File: config.mk
export PLATFORM = sky130hd
export DESIGN_NAME = phes_regs
export DESIGN_NICKNAME = d
export VERILOG_FILES = /design/src/rtl/phes_pkg.sv /design/src/rtl/phes_rif.sv /design/src/rtl/phes_axil.sv /design/src/rtl/phes_regs.sv
export SDC_FILE = /design/constraint.sdc
export NUM_CORES = 1
export LEC_CHECK = 0
export BUFFER_PORTS_ARGS = -buffer_cell sky130_fd_sc_hd__buf_2
export CORE_ASPECT_RATIO = 1.75
export CORE_MARGIN = 2
export CORE_UTILIZATION = 52
export CTS_BUF_LIST = sky130_fd_sc_hd__clkbuf_4 sky130_fd_sc_hd__clkbuf_8 sky130_fd_sc_hd__clkbuf_16
export DETAILED_ROUTE_END_ITERATION = 10
export GPL_ROUTABILITY_DRIVEN = 0
export PLACE_DENSITY = 0.85
export SLEW_MARGIN = 10
export SYNTH_ARGS = -nofsm -noshare
export SYNTH_HDL_FRONTEND = slang
export SYNTH_SLANG_ARGS = --single-unit
File: constraint.sdc
create_clock -name aclk -period 3.8 [get_ports aclk]
set_input_delay 0.19 -clock aclk [delete_from_list [all_inputs] [get_ports aclk]]
set_output_delay 0.19 -clock aclk [all_outputs]
set_load 0.03 [all_outputs]
File: src/rtl/phes_pkg.sv
`default_nettype none
package phes_pkg;
    // bus widths
    localparam int PHES_AW = 16; // byte address width
    localparam int PHES_DW = 32;
    // register byte addresses
    localparam logic [15:0] PHES_A_SRC = 16'he600; // phase_event_source_status
    localparam logic [15:0] PHES_A_NL = 16'he604; // phase_no_load_status
    localparam logic [15:0] PHES_A_IST = 16'he608; // interrupt_status_main
    localparam logic [15:0] PHES_A_IMK = 16'he60c; // interrupt_mask_main
    // event source field positions
    localparam int PHES_OC_LSB = 3;
    localparam int PHES_OV_LSB = 9;
    localparam int PHES_SAG_LSB = 12;
    // no-load field positions
    localparam int PHES_TNL_LSB = 0;
    localparam int PHES_FNL_LSB = 3;
    localparam int PHES_ANL_LSB = 6;
    // summary flag positions in status and mask
    localparam int PHES_F_TNL = 0;
    localparam int PHES_F_FNL = 1;
    localparam int PHES_F_ANL = 2;
    localparam int PHES_F_SAG = 16;
    localparam int PHES_F_OC = 17;
    localparam int PHES_F_OV = 18;
    // implemented flag bits, others read zero
    localparam logic [31:0] PHES_F_IMPL = 32'h0007_0007;
    // reset values
    localparam logic [2:0] PHES_RST_PH = 3'h0;
    localparam logic [31:0] PHES_RST_W = 32'h0000_0000;
    // axi responses
    localparam logic [1:0] PHES_OKAY = 2'h0;
    localparam logic [1:0] PHES_SLVERR = 2'h2;

    typedef enum logic [1:0] {
        PHES_WR_IDLE = 2'b01,
        PHES_WR_RESP = 2'b10
    } phes_wr_state_type;

    typedef enum logic [1:0] {
        PHES_RD_IDLE = 2'b01,
        PHES_RD_RESP = 2'b10
    } phes_rd_state_type;

    // byte enables widened to a bit mask
    function automatic logic [31:0] phes_lanes(input logic [3:0] strb);
        phes_lanes = {{8{strb[3]}}, {8{strb[2]}}, {8{strb[1]}}, {8{strb[0]}}};
    endfunction
endpackage
`default_nettype wire

File: src/rtl/phes_rif.sv
`default_nettype none
// register access strobes between bus front end and register file
interface phes_rif;
    logic wr_en;
    logic [15:0] wr_addr;
    logic [31:0] wr_data;
    logic [3:0] wr_strb;
    logic wr_ok;
    logic rd_en;
    logic [15:0] rd_addr;
    logic [31:0] rd_data;
    logic rd_ok;
    modport bus (output wr_en, wr_addr, wr_data, wr_strb, rd_en, rd_addr,
        input wr_ok, rd_data, rd_ok);
    modport regs (input wr_en, wr_addr, wr_data, wr_strb, rd_en, rd_addr,
        output wr_ok, rd_data, rd_ok);
endinterface
`default_nettype wire

File: src/rtl/phes_axil.sv
`default_nettype none
// axi4-lite slave front end, one write and one read in flight
module phes_axil (
    input wire logic aclk,
    input wire logic aresetn,
    input wire logic [phes_pkg::PHES_AW-1:0] awaddr,
    input wire logic awvalid,
    output logic awready,
    input wire logic [phes_pkg::PHES_DW-1:0] wdata,
    input wire logic [3:0] wstrb,
    input wire logic wvalid,
    output logic wready,
    output logic [1:0] bresp,
    output logic bvalid,
    input wire logic bready,
    input wire logic [phes_pkg::PHES_AW-1:0] araddr,
    input wire logic arvalid,
    output logic arready,
    output logic [phes_pkg::PHES_DW-1:0] rdata,
    output logic [1:0] rresp,
    output logic rvalid,
    input wire logic rready,
    phes_rif.bus rif
);
    import phes_pkg::*;

    phes_wr_state_type wr_state; // write response state
    phes_rd_state_type rd_state; // read response state
    logic [PHES_AW-1:0] aw_addr; // parked write address
    logic [31:0] w_data; // parked write data
    logic [3:0] w_strb;
    logic aw_take;
    logic w_take;
    logic ar_take;
    logic wr_go;

    assign aw_take = awvalid && awready;
    assign w_take = wvalid && wready;
    assign ar_take = arvalid && arready;
    // both halves parked, ready low marks a parked half
    assign wr_go = (wr_state == PHES_WR_IDLE) && !awready && !wready;
    assign rif.wr_en = wr_go;
    assign rif.wr_addr = aw_addr;
    assign rif.wr_data = w_data;
    assign rif.wr_strb = w_strb;
    // reads sample the register file at the address handshake
    assign rif.rd_en = ar_take;
    assign rif.rd_addr = araddr;

    // write address channel, reopens after the response
    always_ff @(posedge aclk) begin
        if (!aresetn) begin
            awready <= 1'b1;
            aw_addr <= '0;
        end else if (aw_take) begin
            awready <= 1'b0;
            aw_addr <= awaddr;
        end else if (bvalid && bready) begin
            awready <= 1'b1;
        end
    end

    // write data channel, may arrive before or after the address
    always_ff @(posedge aclk) begin
        if (!aresetn) begin
            wready <= 1'b1;
            w_data <= PHES_RST_W;
            w_strb <= 4'h0;
        end else if (w_take) begin
            wready <= 1'b0;
            w_data <= wdata;
            w_strb <= wstrb;
        end else if (bvalid && bready) begin
            wready <= 1'b1;
        end
    end

    // write response
    always_ff @(posedge aclk) begin
        if (!aresetn) begin
            wr_state <= PHES_WR_IDLE;
            bvalid <= 1'b0;
            bresp <= PHES_OKAY;
        end else begin
            unique case (wr_state)
                PHES_WR_IDLE: if (wr_go) begin
                    wr_state <= PHES_WR_RESP;
                    bvalid <= 1'b1;
                    bresp <= rif.wr_ok ? PHES_OKAY : PHES_SLVERR;
                end
                PHES_WR_RESP: if (bready) begin
                    wr_state <= PHES_WR_IDLE;
                    bvalid <= 1'b0;
                end
            endcase
        end
    end

    // read channel, data held until rready
    always_ff @(posedge aclk) begin
        if (!aresetn) begin
            rd_state <= PHES_RD_IDLE;
            arready <= 1'b1;
            rvalid <= 1'b0;
            rdata <= PHES_RST_W;
            rresp <= PHES_OKAY;
        end else begin
            unique case (rd_state)
                PHES_RD_IDLE: if (ar_take) begin
                    rd_state <= PHES_RD_RESP;
                    arready <= 1'b0;
                    rvalid <= 1'b1;
                    rdata <= rif.rd_data;
                    rresp <= rif.rd_ok ? PHES_OKAY : PHES_SLVERR;
                end
                PHES_RD_RESP: if (rready) begin
                    rd_state <= PHES_RD_IDLE;
                    arready <= 1'b1;
                    rvalid <= 1'b0;
                end
            endcase
        end
    end
endmodule // phes_axil
`default_nettype wire

File: src/rtl/phes_regs.sv
// Operation
// - reserved groups of both registers read zero
// - event source bit 15 reads zero
// - overcurrent phase bits 3-5 with flag 17
// - overvoltage phase bits 9-11 with flag 18
// - sag phase bits 12-14 with flag 16
// - no-load bits 0-2 track total power
// - total no-load sets flag 0 together
// - no-load bits 3-5 track fundamental power
// - fundamental no-load sets flag 1 together
// - no-load bits 6-8 track apparent power
// - apparent no-load sets flag 2 together
// - overcurrent interrupt only with mask bit 17
// - total no-load interrupt when mask bit 0
`default_nettype none
module phes_regs (
    input wire logic aclk,
    input wire logic aresetn,
    input wire logic [phes_pkg::PHES_AW-1:0] awaddr,
    input wire logic awvalid,
    output logic awready,
    input wire logic [phes_pkg::PHES_DW-1:0] wdata,
    input wire logic [3:0] wstrb,
    input wire logic wvalid,
    output logic wready,
    output logic [1:0] bresp,
    output logic bvalid,
    input wire logic bready,
    input wire logic [phes_pkg::PHES_AW-1:0] araddr,
    input wire logic arvalid,
    output logic arready,
    output logic [phes_pkg::PHES_DW-1:0] rdata,
    output logic [1:0] rresp,
    output logic rvalid,
    input wire logic rready,
    input wire logic [2:0] oc_evt,
    input wire logic [2:0] ov_evt,
    input wire logic [2:0] sag_evt,
    input wire logic [2:0] tnl_in,
    input wire logic [2:0] fnl_in,
    input wire logic [2:0] anl_in,
    output logic irq
);
    import phes_pkg::*;

    phes_rif rif ();

    // bus front end
    phes_axil u_axil (
        .aclk(aclk),
        .aresetn(aresetn),
        .awaddr(awaddr),
        .awvalid(awvalid),
        .awready(awready),
        .wdata(wdata),
        .wstrb(wstrb),
        .wvalid(wvalid),
        .wready(wready),
        .bresp(bresp),
        .bvalid(bvalid),
        .bready(bready),
        .araddr(araddr),
        .arvalid(arvalid),
        .arready(arready),
        .rdata(rdata),
        .rresp(rresp),
        .rvalid(rvalid),
        .rready(rready),
        .rif(rif)
    );

    // per-phase source indicators, sticky
    logic [2:0] overcurrent_source_phase;
    logic [2:0] overvoltage_source_phase;
    logic [2:0] sag_source_phase;
    // per-phase no-load indicators, live
    logic [2:0] total_power_noload_phase;
    logic [2:0] fundamental_noload_phase;
    logic [2:0] apparent_noload_phase;
    // summary flags and their enables
    logic [31:0] interrupt_status_main;
    logic [31:0] interrupt_mask_main;

    logic [2:0] next_oc;
    logic [2:0] next_ov;
    logic [2:0] next_sag;
    logic [31:0] next_status;
    logic [31:0] next_mask;
    logic [31:0] set_vec; // flags raised this cycle
    logic [31:0] clr_vec; // flags cleared by software
    logic [31:0] lanes;
    logic [15:0] src_word;
    logic [15:0] nl_word;
    logic wr_src;
    logic wr_nl;
    logic wr_ist;
    logic wr_imk;
    logic rd_src;
    logic rd_nl;
    logic rd_ist;
    logic rd_imk;
    logic tnl_enter;
    logic fnl_enter;
    logic anl_enter;

    // address decode
    assign wr_src = rif.wr_addr == PHES_A_SRC;
    assign wr_nl = rif.wr_addr == PHES_A_NL;
    assign wr_ist = rif.wr_en && (rif.wr_addr == PHES_A_IST);
    assign wr_imk = rif.wr_en && (rif.wr_addr == PHES_A_IMK);
    assign rd_src = rif.rd_addr == PHES_A_SRC;
    assign rd_nl = rif.rd_addr == PHES_A_NL;
    assign rd_ist = rif.rd_addr == PHES_A_IST;
    assign rd_imk = rif.rd_addr == PHES_A_IMK;
    // writes to the read-only pair are accepted and dropped
    assign rif.wr_ok = wr_src || wr_nl || (rif.wr_addr == PHES_A_IST)
        || (rif.wr_addr == PHES_A_IMK);
    assign rif.rd_ok = rd_src || rd_nl || rd_ist || rd_imk;

    // read words, reserved positions tied low
    assign src_word = {1'b0, sag_source_phase, overvoltage_source_phase,
        3'h0, overcurrent_source_phase, 3'h0};
    assign nl_word = {7'h00, apparent_noload_phase, fundamental_noload_phase,
        total_power_noload_phase};
    // unmapped reads return zero with slverr
    assign rif.rd_data = rd_src ? {16'h0000, src_word} :
        rd_nl ? {16'h0000, nl_word} :
        rd_ist ? interrupt_status_main :
        rd_imk ? interrupt_mask_main : PHES_RST_W;

    // write-one-to-clear, byte enables respected
    assign lanes = phes_lanes(rif.wr_strb);
    assign clr_vec = (wr_ist ? (rif.wr_data & lanes) : PHES_RST_W) & PHES_F_IMPL;

    // no-load entry of any phase raises the summary
    assign tnl_enter = |(tnl_in & ~total_power_noload_phase);
    assign fnl_enter = |(fnl_in & ~fundamental_noload_phase);
    assign anl_enter = |(anl_in & ~apparent_noload_phase);

    // raised flags, combined with clears below so a set wins
    always_comb begin
        set_vec = PHES_RST_W;
        set_vec[PHES_F_TNL] = tnl_enter;
        set_vec[PHES_F_FNL] = fnl_enter;
        set_vec[PHES_F_ANL] = anl_enter;
        set_vec[PHES_F_SAG] = |sag_evt;
        set_vec[PHES_F_OC] = |oc_evt;
        set_vec[PHES_F_OV] = |ov_evt;
    end

    assign next_status = (interrupt_status_main & ~clr_vec) | set_vec;
    assign next_mask = wr_imk ?
        ((interrupt_mask_main & ~lanes) | (rif.wr_data & lanes)) & PHES_F_IMPL :
        interrupt_mask_main;

    // source bits live as long as their summary flag; a new event wins
    assign next_oc = (overcurrent_source_phase & ~{3{clr_vec[PHES_F_OC]}})
        | oc_evt;
    assign next_ov = (overvoltage_source_phase & ~{3{clr_vec[PHES_F_OV]}})
        | ov_evt;
    assign next_sag = (sag_source_phase & ~{3{clr_vec[PHES_F_SAG]}})
        | sag_evt;

    // source indicators
    always_ff @(posedge aclk) begin
        if (!aresetn) begin
            overcurrent_source_phase <= PHES_RST_PH;
            overvoltage_source_phase <= PHES_RST_PH;
            sag_source_phase <= PHES_RST_PH;
        end else begin
            overcurrent_source_phase <= next_oc;
            overvoltage_source_phase <= next_ov;
            sag_source_phase <= next_sag;
        end
    end

    // no-load indicators follow the detectors, same edge as summaries
    always_ff @(posedge aclk) begin
        if (!aresetn) begin
            total_power_noload_phase <= PHES_RST_PH;
            fundamental_noload_phase <= PHES_RST_PH;
            apparent_noload_phase <= PHES_RST_PH;
        end else begin
            total_power_noload_phase <= tnl_in;
            fundamental_noload_phase <= fnl_in;
            apparent_noload_phase <= anl_in;
        end
    end

    // status, mask and interrupt line
    always_ff @(posedge aclk) begin
        if (!aresetn) begin
            interrupt_status_main <= PHES_RST_W;
            interrupt_mask_main <= PHES_RST_W;
            irq <= 1'b0;
        end else begin
            interrupt_status_main <= next_status;
            interrupt_mask_main <= next_mask;
            // built from next values so irq tracks status with no lag
            irq <= |(next_status & next_mask);
        end
    end
endmodule // phes_regs
`default_nettype wire

Yosys cells after proc, flatten, opt, wreduce, memory -nomap -nowiden
Cells that the tools add are included.
{"block": "totals", "register_bits": 166, "input_bits": 93, "out_inout_bits": 42, "word_cells": 116}
{"block": "op_classes", "eq_ne": 16, "mux": 26, "bitwise_logic": 23, "reduce_logical": 29}
{"op": "2-to-1 mux 32 bit", "n": 5}
{"op": "equality test 16 bit (second input constant)", "n": 8}
{"op": "bitwise AND 32 bit", "n": 2}
{"op": "bitwise AND 19 bit", "n": 2}
{"op": "NOT 19 -> 32 bit", "n": 1}
{"op": "OR 32 x 19 -> 32 bit", "n": 1}
{"op": "OR reduction 32 bit", "n": 1}
{"op": "2-to-1 mux 19 bit", "n": 1}
{"op": "NOT 19 bit", "n": 1}
{"op": "OR 19 bit", "n": 1}
{"op": "bitwise AND 3 bit", "n": 6}
{"op": "NOT 3 bit", "n": 6}
{"op": "OR reduction 3 bit", "n": 6}
{"op": "2-to-1 mux 2 bit", "n": 6}
{"op": "2-to-1 mux 1 bit", "n": 9}
{"op": "OR 3 bit", "n": 3}
{"op": "logical AND 1 bit", "n": 8}
{"op": "inequality test 2 bit (second input constant)", "n": 4}
{"op": "case mux 2 bit (2 select lines)", "n": 2}
{"op": "AND reduction 2 bit", "n": 4}
{"op": "logical OR 1 bit", "n": 6}
{"op": "case mux 1 bit (2 select lines)", "n": 3}
{"op": "equality test 2 x 1 -> 1 bit (second input constant)", "n": 2}
{"op": "equality test 2 bit (second input constant)", "n": 2}
{"op": "other kinds (2)", "n": 4}

Logic depth before layout (Yosys ltp)
Gate-level depths: netlist (run 1).
{"block": "logic_depth", "word_depth": 10, "mapped_depth": 7, "depth_no_buf": 6}

Modules after synthesis
Synthesis (run 1) repeated with hierarchy kept, for this count alone.
{"block": "unflattened", "cells_unflattened": 592, "area_unflattened_um2": 5688.0}
{"mod": "phes_axil", "instances": 1, "cells_per_inst": 424, "area_each_um2": 4125.2, "seq_area_each_um2": 1841.8}
{"mod": "phes_regs", "instances": 1, "cells_per_inst": 168, "area_each_um2": 1562.7, "seq_area_each_um2": 620.6}

Worst setup path before layout (run 1)
Ideal clock, no wire load.
{"block": "synth_timing", "kind": "register to register", "startpoint": "register u_axil.wready", "endpoint": "register irq", "setup_time_ps": 132, "t_arrival_ps": 2012, "required_ps": 3668, "setup_slack_ps": 1657, "stages_incl_launch_ff": 7, "path_buffers": 0, "period_less_slack_ps": 2143, "cell_sequence": "dfxtp_1 -> nor4b_4 -> nand3_2 -> nor3_2 -> mux2_1 -> a222oi_1 -> a31oi_1"}
{"block": "synth_via", "elab_chain_cells": 9, "word_cells_on_any_way": 11, "classes_between": "mux (2); bitwise (4); reduce/logical (5)"}
{"item": "from (decl)", "line": "phes_axil.sv:12", "source": "output logic wready,"}
{"item": "from (signal assigned)", "line": "phes_axil.sv:66", "source": "wready <= 1'b1;"}
{"item": "from (signal assigned)", "line": "phes_axil.sv:70", "source": "wready <= 1'b0;"}
{"item": "from (signal assigned)", "line": "phes_axil.sv:74", "source": "wready <= 1'b1;"}
{"item": "logical NOT 1 bit *", "line": "phes_axil.sv:41", "source": "assign wr_go = (wr_state == PHES_WR_IDLE) && !awready && !wready;"}
{"item": "logical AND 1 bit *", "line": "phes_axil.sv:41"}
{"item": "logical AND 1 bit", "line": "phes_regs.sv:109", "source": "assign wr_ist = rif.wr_en && (rif.wr_addr == PHES_A_IST);"}
{"item": "2-to-1 mux 19 bit", "line": "phes_regs.sv:133", "source": "assign clr_vec = (wr_ist ? (rif.wr_data & lanes) : PHES_RST_W) & PHES_F_IMPL;"}
{"item": "NOT 19 -> 32 bit", "line": "phes_regs.sv:151", "source": "assign next_status = (interrupt_status_main & ~clr_vec) | set_vec;"}
{"item": "bitwise AND 32 bit", "line": "phes_regs.sv:151"}
{"item": "OR 32 x 19 -> 32 bit", "line": "phes_regs.sv:151"}
{"item": "bitwise AND 32 bit *", "line": "phes_regs.sv:200", "source": "irq <= |(next_status & next_mask);"}
{"item": "OR reduction 32 bit *", "line": "phes_regs.sv:200"}
{"item": "to (signal assigned)", "line": "phes_regs.sv:200"}
{"item": "to (decl)", "line": "phes_regs.sv:42", "source": "output logic irq"}
Mark *: on every way between the ends. The rest lies on a longest branch, timed or not.
A chain may end at the register's enable or synchronous reset.

Worst setup path in the final report (run 1)
Same ends and word-level chain as after synthesis.

==> flow_summary.toml, run 1 <==
[outcome]
outcome = "complete, no violations"

[critical_path]
worstSetupStartpointType = "register"
critPathBufInv = 0
max_stage_delay_ns = 0.45
worst_setup_path_end_kind = "register"
path_max_fanout = 5
cp.arrival_ns = 2.55
critPathKind = "register to register"
crit_chain = "nor4b_4 -> nand3_2 -> nor3_2 -> mux2_1 -> a222oi_1 -> a31oi_1"
required_ns = 3.99
slowest_stage = "nor4b_4"
critPathTopFamily = "simple AND/OR/NAND/NOR gates"

[placed_design]
dp_hpwl_um = 5530
port_buffers = 90
dp_slack_ns = 1.46

[timing]
fin_crit_sh = 0.620
setup_violations = 0
fin_tns_setup_ns = 0
rsz0062_at_grt = "false"
fin_ws_ns = 1.44
clock_skew_ns = 0.00640
post-route-min-period_ns = 2.36
clock.fmax_ghz = 0.424
hold_violations = 0
max_slew_margin = 0.370
final_max_slew_viol_count = 0
tightest_slew_ns = 0.944

[floorplanning]
fp.dieArea_um2 = 7070
fp.dieW_um = 64.4
start_util = 0.537
boundaryPins = 135
fp-row-count = 38
core_um2 = 6180
fp.dieH_um = 110

[cells_and_area]
drive_above_1_share = 0.268
antenna_cells = 0
area_growth_pct = 19.1
finalNetCount = 562
fill_cells = 539

[grt]
antenna_found_initial = 0
grt_overflow = 0
grt_first_pass_wirelength_um = 12000
grt_pass1_vias = 2830
grt_max_degree = 33
groute.usage.overall = 0.221

[synthesis]
synth_compound_area_frac = 0.142
synth_area_per_cell_um2 = 8.65
synth-simple-area-share = 0.246
syn-cell-area_um2 = 3320
synth_fa_ha_area_frac = 0
synth.area.mux_share = 0.0486
yosysSeqAreaShare = 0.488
synth_top_family_by_area = "simple AND/OR/NAND/NOR gates"
ys_seq_elements = 81
synthArstFlopShare = 0
synth-xor-area-share = 0
synth_cells = 384
synth_edf_count = 0
yosys_warnings = 0
synth.distinct_cells = 42
synth_flop_cell = "dfxtp_1"

[clock_tree]
clockRootBuffer = "clkbuf_8"
cts_tree = "done"
post-cts-setup-buffers = 0
cts.sinks = 81
path_clk_slew_ns = 0.07
holdBufCountCts = 0
htreeDepth = 3
clkLatencyLatePin_ns = 0.35
numCtsBuffers = 9
clk_path_buf_depth = 2
post_cts_resized = 0

[drt]
antenna_left = 0
routed_wl_um = 7340
wl_per_cell_um = 13.2
via_per_inst = 5.22
drc = 0
vias = 2890
drt_iter0_drc = 143
first_pass_iters = 4

[job]
cap_violations = 0

[pwr]
power.leakage_uw = 0.00172
ir_drop_v = 0.000393
p_per_area_nw_per_um2 = 445

[worst_hold_path]
hp-class = "input pin to register"
==> worst paths after layout <==
| check | from | endpoint | slack, ns | cells after the start |
|---|---|---|---|---|
| max reg2reg | u_axil.wready | irq | 1.44 | 6 |
| max | u_axil.wready | irq | 1.44 | 6 |
| min | anl_in[0] | apparent_noload_phase[0] | 0.07 | 2 |
| min reg2reg | u_axil.rdata[14] | u_axil.rdata[14] | 0.45 | 2 |
==> sequential cells by signal, indices dropped and copies added, names as in the netlist, 3 cells and up <==
signal                    cells
fundamental_noload_phase      3
overvoltage_source_phase      3
u_axil.rif.wr_data            6
apparent_noload_phase         3
total_power_noload_phase      3
overcurrent_source_phase      3
interrupt_mask_main           6
sag_source_phase              3
u_axil.rdata                 18
interrupt_status_main         6
u_axil.rif.wr_addr           16
==> Yosys cell counts, types with 4 or more instances <==
master | instances | area [um^2]
dfxtp_1 | 81 | 1620
nand2_1 | 74 | 278
a21oi_1 | 54 | 270
nor2_1 | 28 | 105
buf_4 | 16 | 120
inv_1 | 16 | 60.1
and2_1 | 13 | 81.3
clkbuf_1 | 13 | 48.8
mux2_2 | 8 | 90.1
nand3_1 | 7 | 35.0
nor3_1 | 7 | 35.0
mux2i_1 | 6 | 60.1
nand4b_1 | 6 | 52.6
nand2b_1 | 5 | 31.3
o31ai_1 | 5 | 37.5
nor4b_1 | 4 | 35.0
==> power breakdown <==
part	switching, uW	total, uW	internal (uW)
logic	131	210	79.3
clock network	282	624	342
registers	34.5	927	893
==> metal layers <==
metal / GRT usage / wire, um / vias up
met5: 0 / 0 / -
met4: 0.120 / 157 / 0
met3: 0.0604 / 474 / 15
met2: 0.415 / 4030 / 110
met1: 0.215 / 2670 / 1316
li1: - / - / 1449
==> cell type report <==
type,count,area [um^2],share of cell area
Tap cell,80,100,0.0253
Timing Repair Buffer,91,458,0.116
Inverter,17,63.8,0.0161
Multi-Input combinational cell,269,1510,0.382
Sequential cell,81,1620,0.410
Clock buffer,13,160,0.0405
Clock inverter,3,40.0,0.0101
==> stage by stage <==
stage / power, uW / area (um^2) / hold WS, ns / util / instances
floorplan: 1100 / 3380 / 0.284 / - / 399
global placement: 1150 / 3760 / 0.407 / 0.608 / 538
detailed placement: 1160 / 3760 / 0.426 / 0.608 / 538
CTS: 1780 / 3960 / 0.0529 / 0.640 / 554
global route: 1840 / 3960 / 0.0475 / 0.640 / 554
finish: 1760 / 3960 / 0.0711 / 0.640 / 554
==> layout by cell type (no fill, tap or decap), types with 2 or more instances in the layout <==
cell	instances
nor4b_4	2
o21ai_0	3
dfxtp_1	81
a22oi_1	3
nor3_1	7
clkbuf_4	3
conb_1	16
or2_2	2
a21oi_1	54
and2_1	13
buf_2	90
nor4b_1	4
nand2b_1	5
o31ai_1	5
o21bai_1	2
a32oi_1	3
clkbuf_8	10
mux2_2	8
nor4_2	2
inv_1	16
clkinv_2	2
nand3_2	2
nand3_1	7
mux2i_1	6
nand2_1	74
nor2_1	28
a222oi_1	3
nand4b_1	6
==> kinds of logic after synthesis <==
group,Yosys count
AND/OR/NAND/NOR,158
flip-flops,81
AO/OA/AOI/OAI,80
buffers and inverters,49
multiplexers,15
other,1
Power figures use the tool's default switching activity.
==> run 2: changes to the inputs <==
--- a/config.mk
+++ b/config.mk
@@ -8,11 +8,11 @@
 export BUFFER_PORTS_ARGS = -buffer_cell sky130_fd_sc_hd__buf_2
 export CORE_ASPECT_RATIO = 1.75
 export CORE_MARGIN = 2
-export CORE_UTILIZATION = 52
+export CORE_UTILIZATION = 48
 export CTS_BUF_LIST = sky130_fd_sc_hd__clkbuf_4 sky130_fd_sc_hd__clkbuf_8 sky130_fd_sc_hd__clkbuf_16
 export DETAILED_ROUTE_END_ITERATION = 10
 export GPL_ROUTABILITY_DRIVEN = 0
-export PLACE_DENSITY = 0.85
+export PLACE_DENSITY = 0.8
 export SLEW_MARGIN = 10
 export SYNTH_ARGS = -nofsm -noshare
 export SYNTH_HDL_FRONTEND = slang
==> constraint.sdc (replaced) <==
create_clock -name aclk -period 2.2 [get_ports aclk]
set_input_delay 0.11 -clock aclk [delete_from_list [all_inputs] [get_ports aclk]]
set_output_delay 0.11 -clock aclk [all_outputs]
set_load 0.03 [all_outputs]
==> flow_summary.toml, run 2 (same netlist as run 1, synthesis figures left out) <==
[drt]
antenna_left = 0
routed_wl_um = 7800
vias = 2981
drt_iter0_drc = 184
drc = 0
wl_per_cell_um = 13.6
via_per_inst = 5.20
first_pass_iters = 5

[cells_and_area]
top_register = "u_axil.rdata"
antenna_cells = 0
final_common_cell = "buf_2"
mostFrequentLayoutCells = "90 x buf_2, 81 x dfxtp_1, 74 x nand2_1, 54 x a21oi_1, 28 x nor2_1"
finalNetCount = 577
finalInstanceArea_um2 = 4250
drive_above_1_share = 0.290
largest_register_ff_count = 18
area_growth_pct = 28.0

[critical_path]
r2r-end = "irq"
cp.arrival_ns = 2.36
worstRegToRegCells = 6
worstSetupStartpointType = "register"
worst_setup_path_end_kind = "register"
path_max_fanout = 3
critPathKind = "register to register"
r2r_slack_ns = 0.05
worstReg2RegStart = "u_axil.rif.wr_addr[0]"
required_ns = 2.41

[grt]
groute.usage.overall = 0.212
grt_overflow = 0
grt_max_degree = 48
grt_pass1_vias = 2805
grt_first_pass_wirelength_um = 12300
antenna_found_initial = 0

[timing]
fin_hold_ws_ns = 0.0121
final_max_slew_viol_count = 0
clock.fmax_ghz = 0.465
clock_skew_ns = 0.00625
fin_ws_ns = 0.0496
fin_crit_sh = 0.977
setup_violations = 0
hold_violations = 0
tightest_slew_ns = 0.707
max_slew_margin = 0.527
post-route-min-period_ns = 2.15

[placed_design]
port_buffers = 90
dp_slack_ns = 0.0203
postPlaceCellArea_um2 = 3860
dp_hpwl_um = 5730

[pwr]
internal_power_uw = 2710
ir_drop_v = 0.000721
finalPower_uw = 3590
swShare = 0.245
clockPowerShare = 0.442
seqPwrFrac = 0.445
power.leakage_uw = 0.00187
p_per_area_nw_per_um2 = 845
pwr-share-comb = 0.113
p_sw_uw = 881

[floorplanning]
fp.dieArea_um2 = 7630
start_util = 0.488
core_um2 = 6810
boundaryPins = 135
fp-row-count = 40
fp.dieH_um = 114
fp.dieW_um = 66.9

[clock_tree]
clkLatencyLatePin_ns = 0.33
path_clk_slew_ns = 0.06
clk_path_buf_depth = 2
cts.sinks = 81
clockRootBuffer = "clkbuf_16"
cts_tree = "done"
numCtsBuffers = 9
htreeDepth = 3

[worst_hold_path]
worstHoldPathCells = 3
min_to = "sag_source_phase[2]"
hp-class = "input pin to register"
hp-start = "sag_evt[2]"

[job]
cap_violations = 0

[outcome]
outcome = "complete, no violations"
run 2: cell count changes in the layout (fill, tap and decap cells not counted), sizes merged:
cell and delta:
buf +12, bufinv +1, clkbuf -3, clkinvlp +2, dlygate4sd3 +3
run 2: metal layers:
layer  vias up  wire [um]  part of all wire  global-route usage
met5         -          0                 0                   0
met4         0        193             0.025               0.102
met3        16        445             0.057              0.0452
met2       110       4290              0.55               0.391
met1      1380       2870              0.37               0.218
li1       1475          -                 -                   -
run 2: worst max-delay path by stage:
| stage | from | to | slack (ns) | depth (start not counted) |
|---|---|---|---|---|
| final | u_axil.rif.wr_addr[0] | irq | 0.05 | 6 |
| after CTS | u_axil.rif.wr_addr[0] | irq | 0.03 | 6 |
| after floorplan | u_axil.wready | irq | 0.06 | 6 |
| after global placement | u_axil.wready | irq | 0.04 | 6 |
| after global routing | u_axil.awready | irq | -0.08 | 7 |
| after detailed placement | u_axil.wready | irq | 0.02 | 6 |
run 2: final cells by class:
type	instances	area [um^2]
clock buffers	10	233
clock inverters	6	92.6
fillers	602	2550
inverters	17	63.8
multi-input cells	269	1550
flip-flops and latches	81	1620
well taps	84	105
repair buffers	106	591
run 2: repair_timing:
action / in CTS / in global routing
pin swaps: 1 / 2
endpoints found under the hold margin: 3 / 0
setup endpoints to repair: 1 / 1
gates resized for setup: 0 / 5
setup buffers: 1 / 0
hold buffers: 3 / 0
run 2: stage by stage:
step                setup TNS (ns)  std cells  utilization
floorplan                        0        399            -
global placement                 0        553        0.567
detailed placement               0        553        0.567
CTS                              0        573        0.620
global route               -0.0750        573        0.625
finish                           0        573        0.625
run 2: critical path, stage by stage (launching register included):
cell and delay [ns]:
dfxtp_1 0.33, nor4b_4 0.38, nand3_2 0.19, nor3_4 0.20, mux2_1 0.37, a222oi_1 0.42
a31oi_1 0.13
run 2: power by group through the flow:
stage / logic, uW / registers (uW) / clock network (uW)
3_5_place_dp: 394 / 1630 / 0
5_1_grt: 448 / 1610 / 1660
2_1_floorplan: 241 / 1650 / 0
6_report: 405 / 1600 / 1590
4_1_cts: 403 / 1600 / 1610
3_3_place_gp: 384 / 1620 / 0
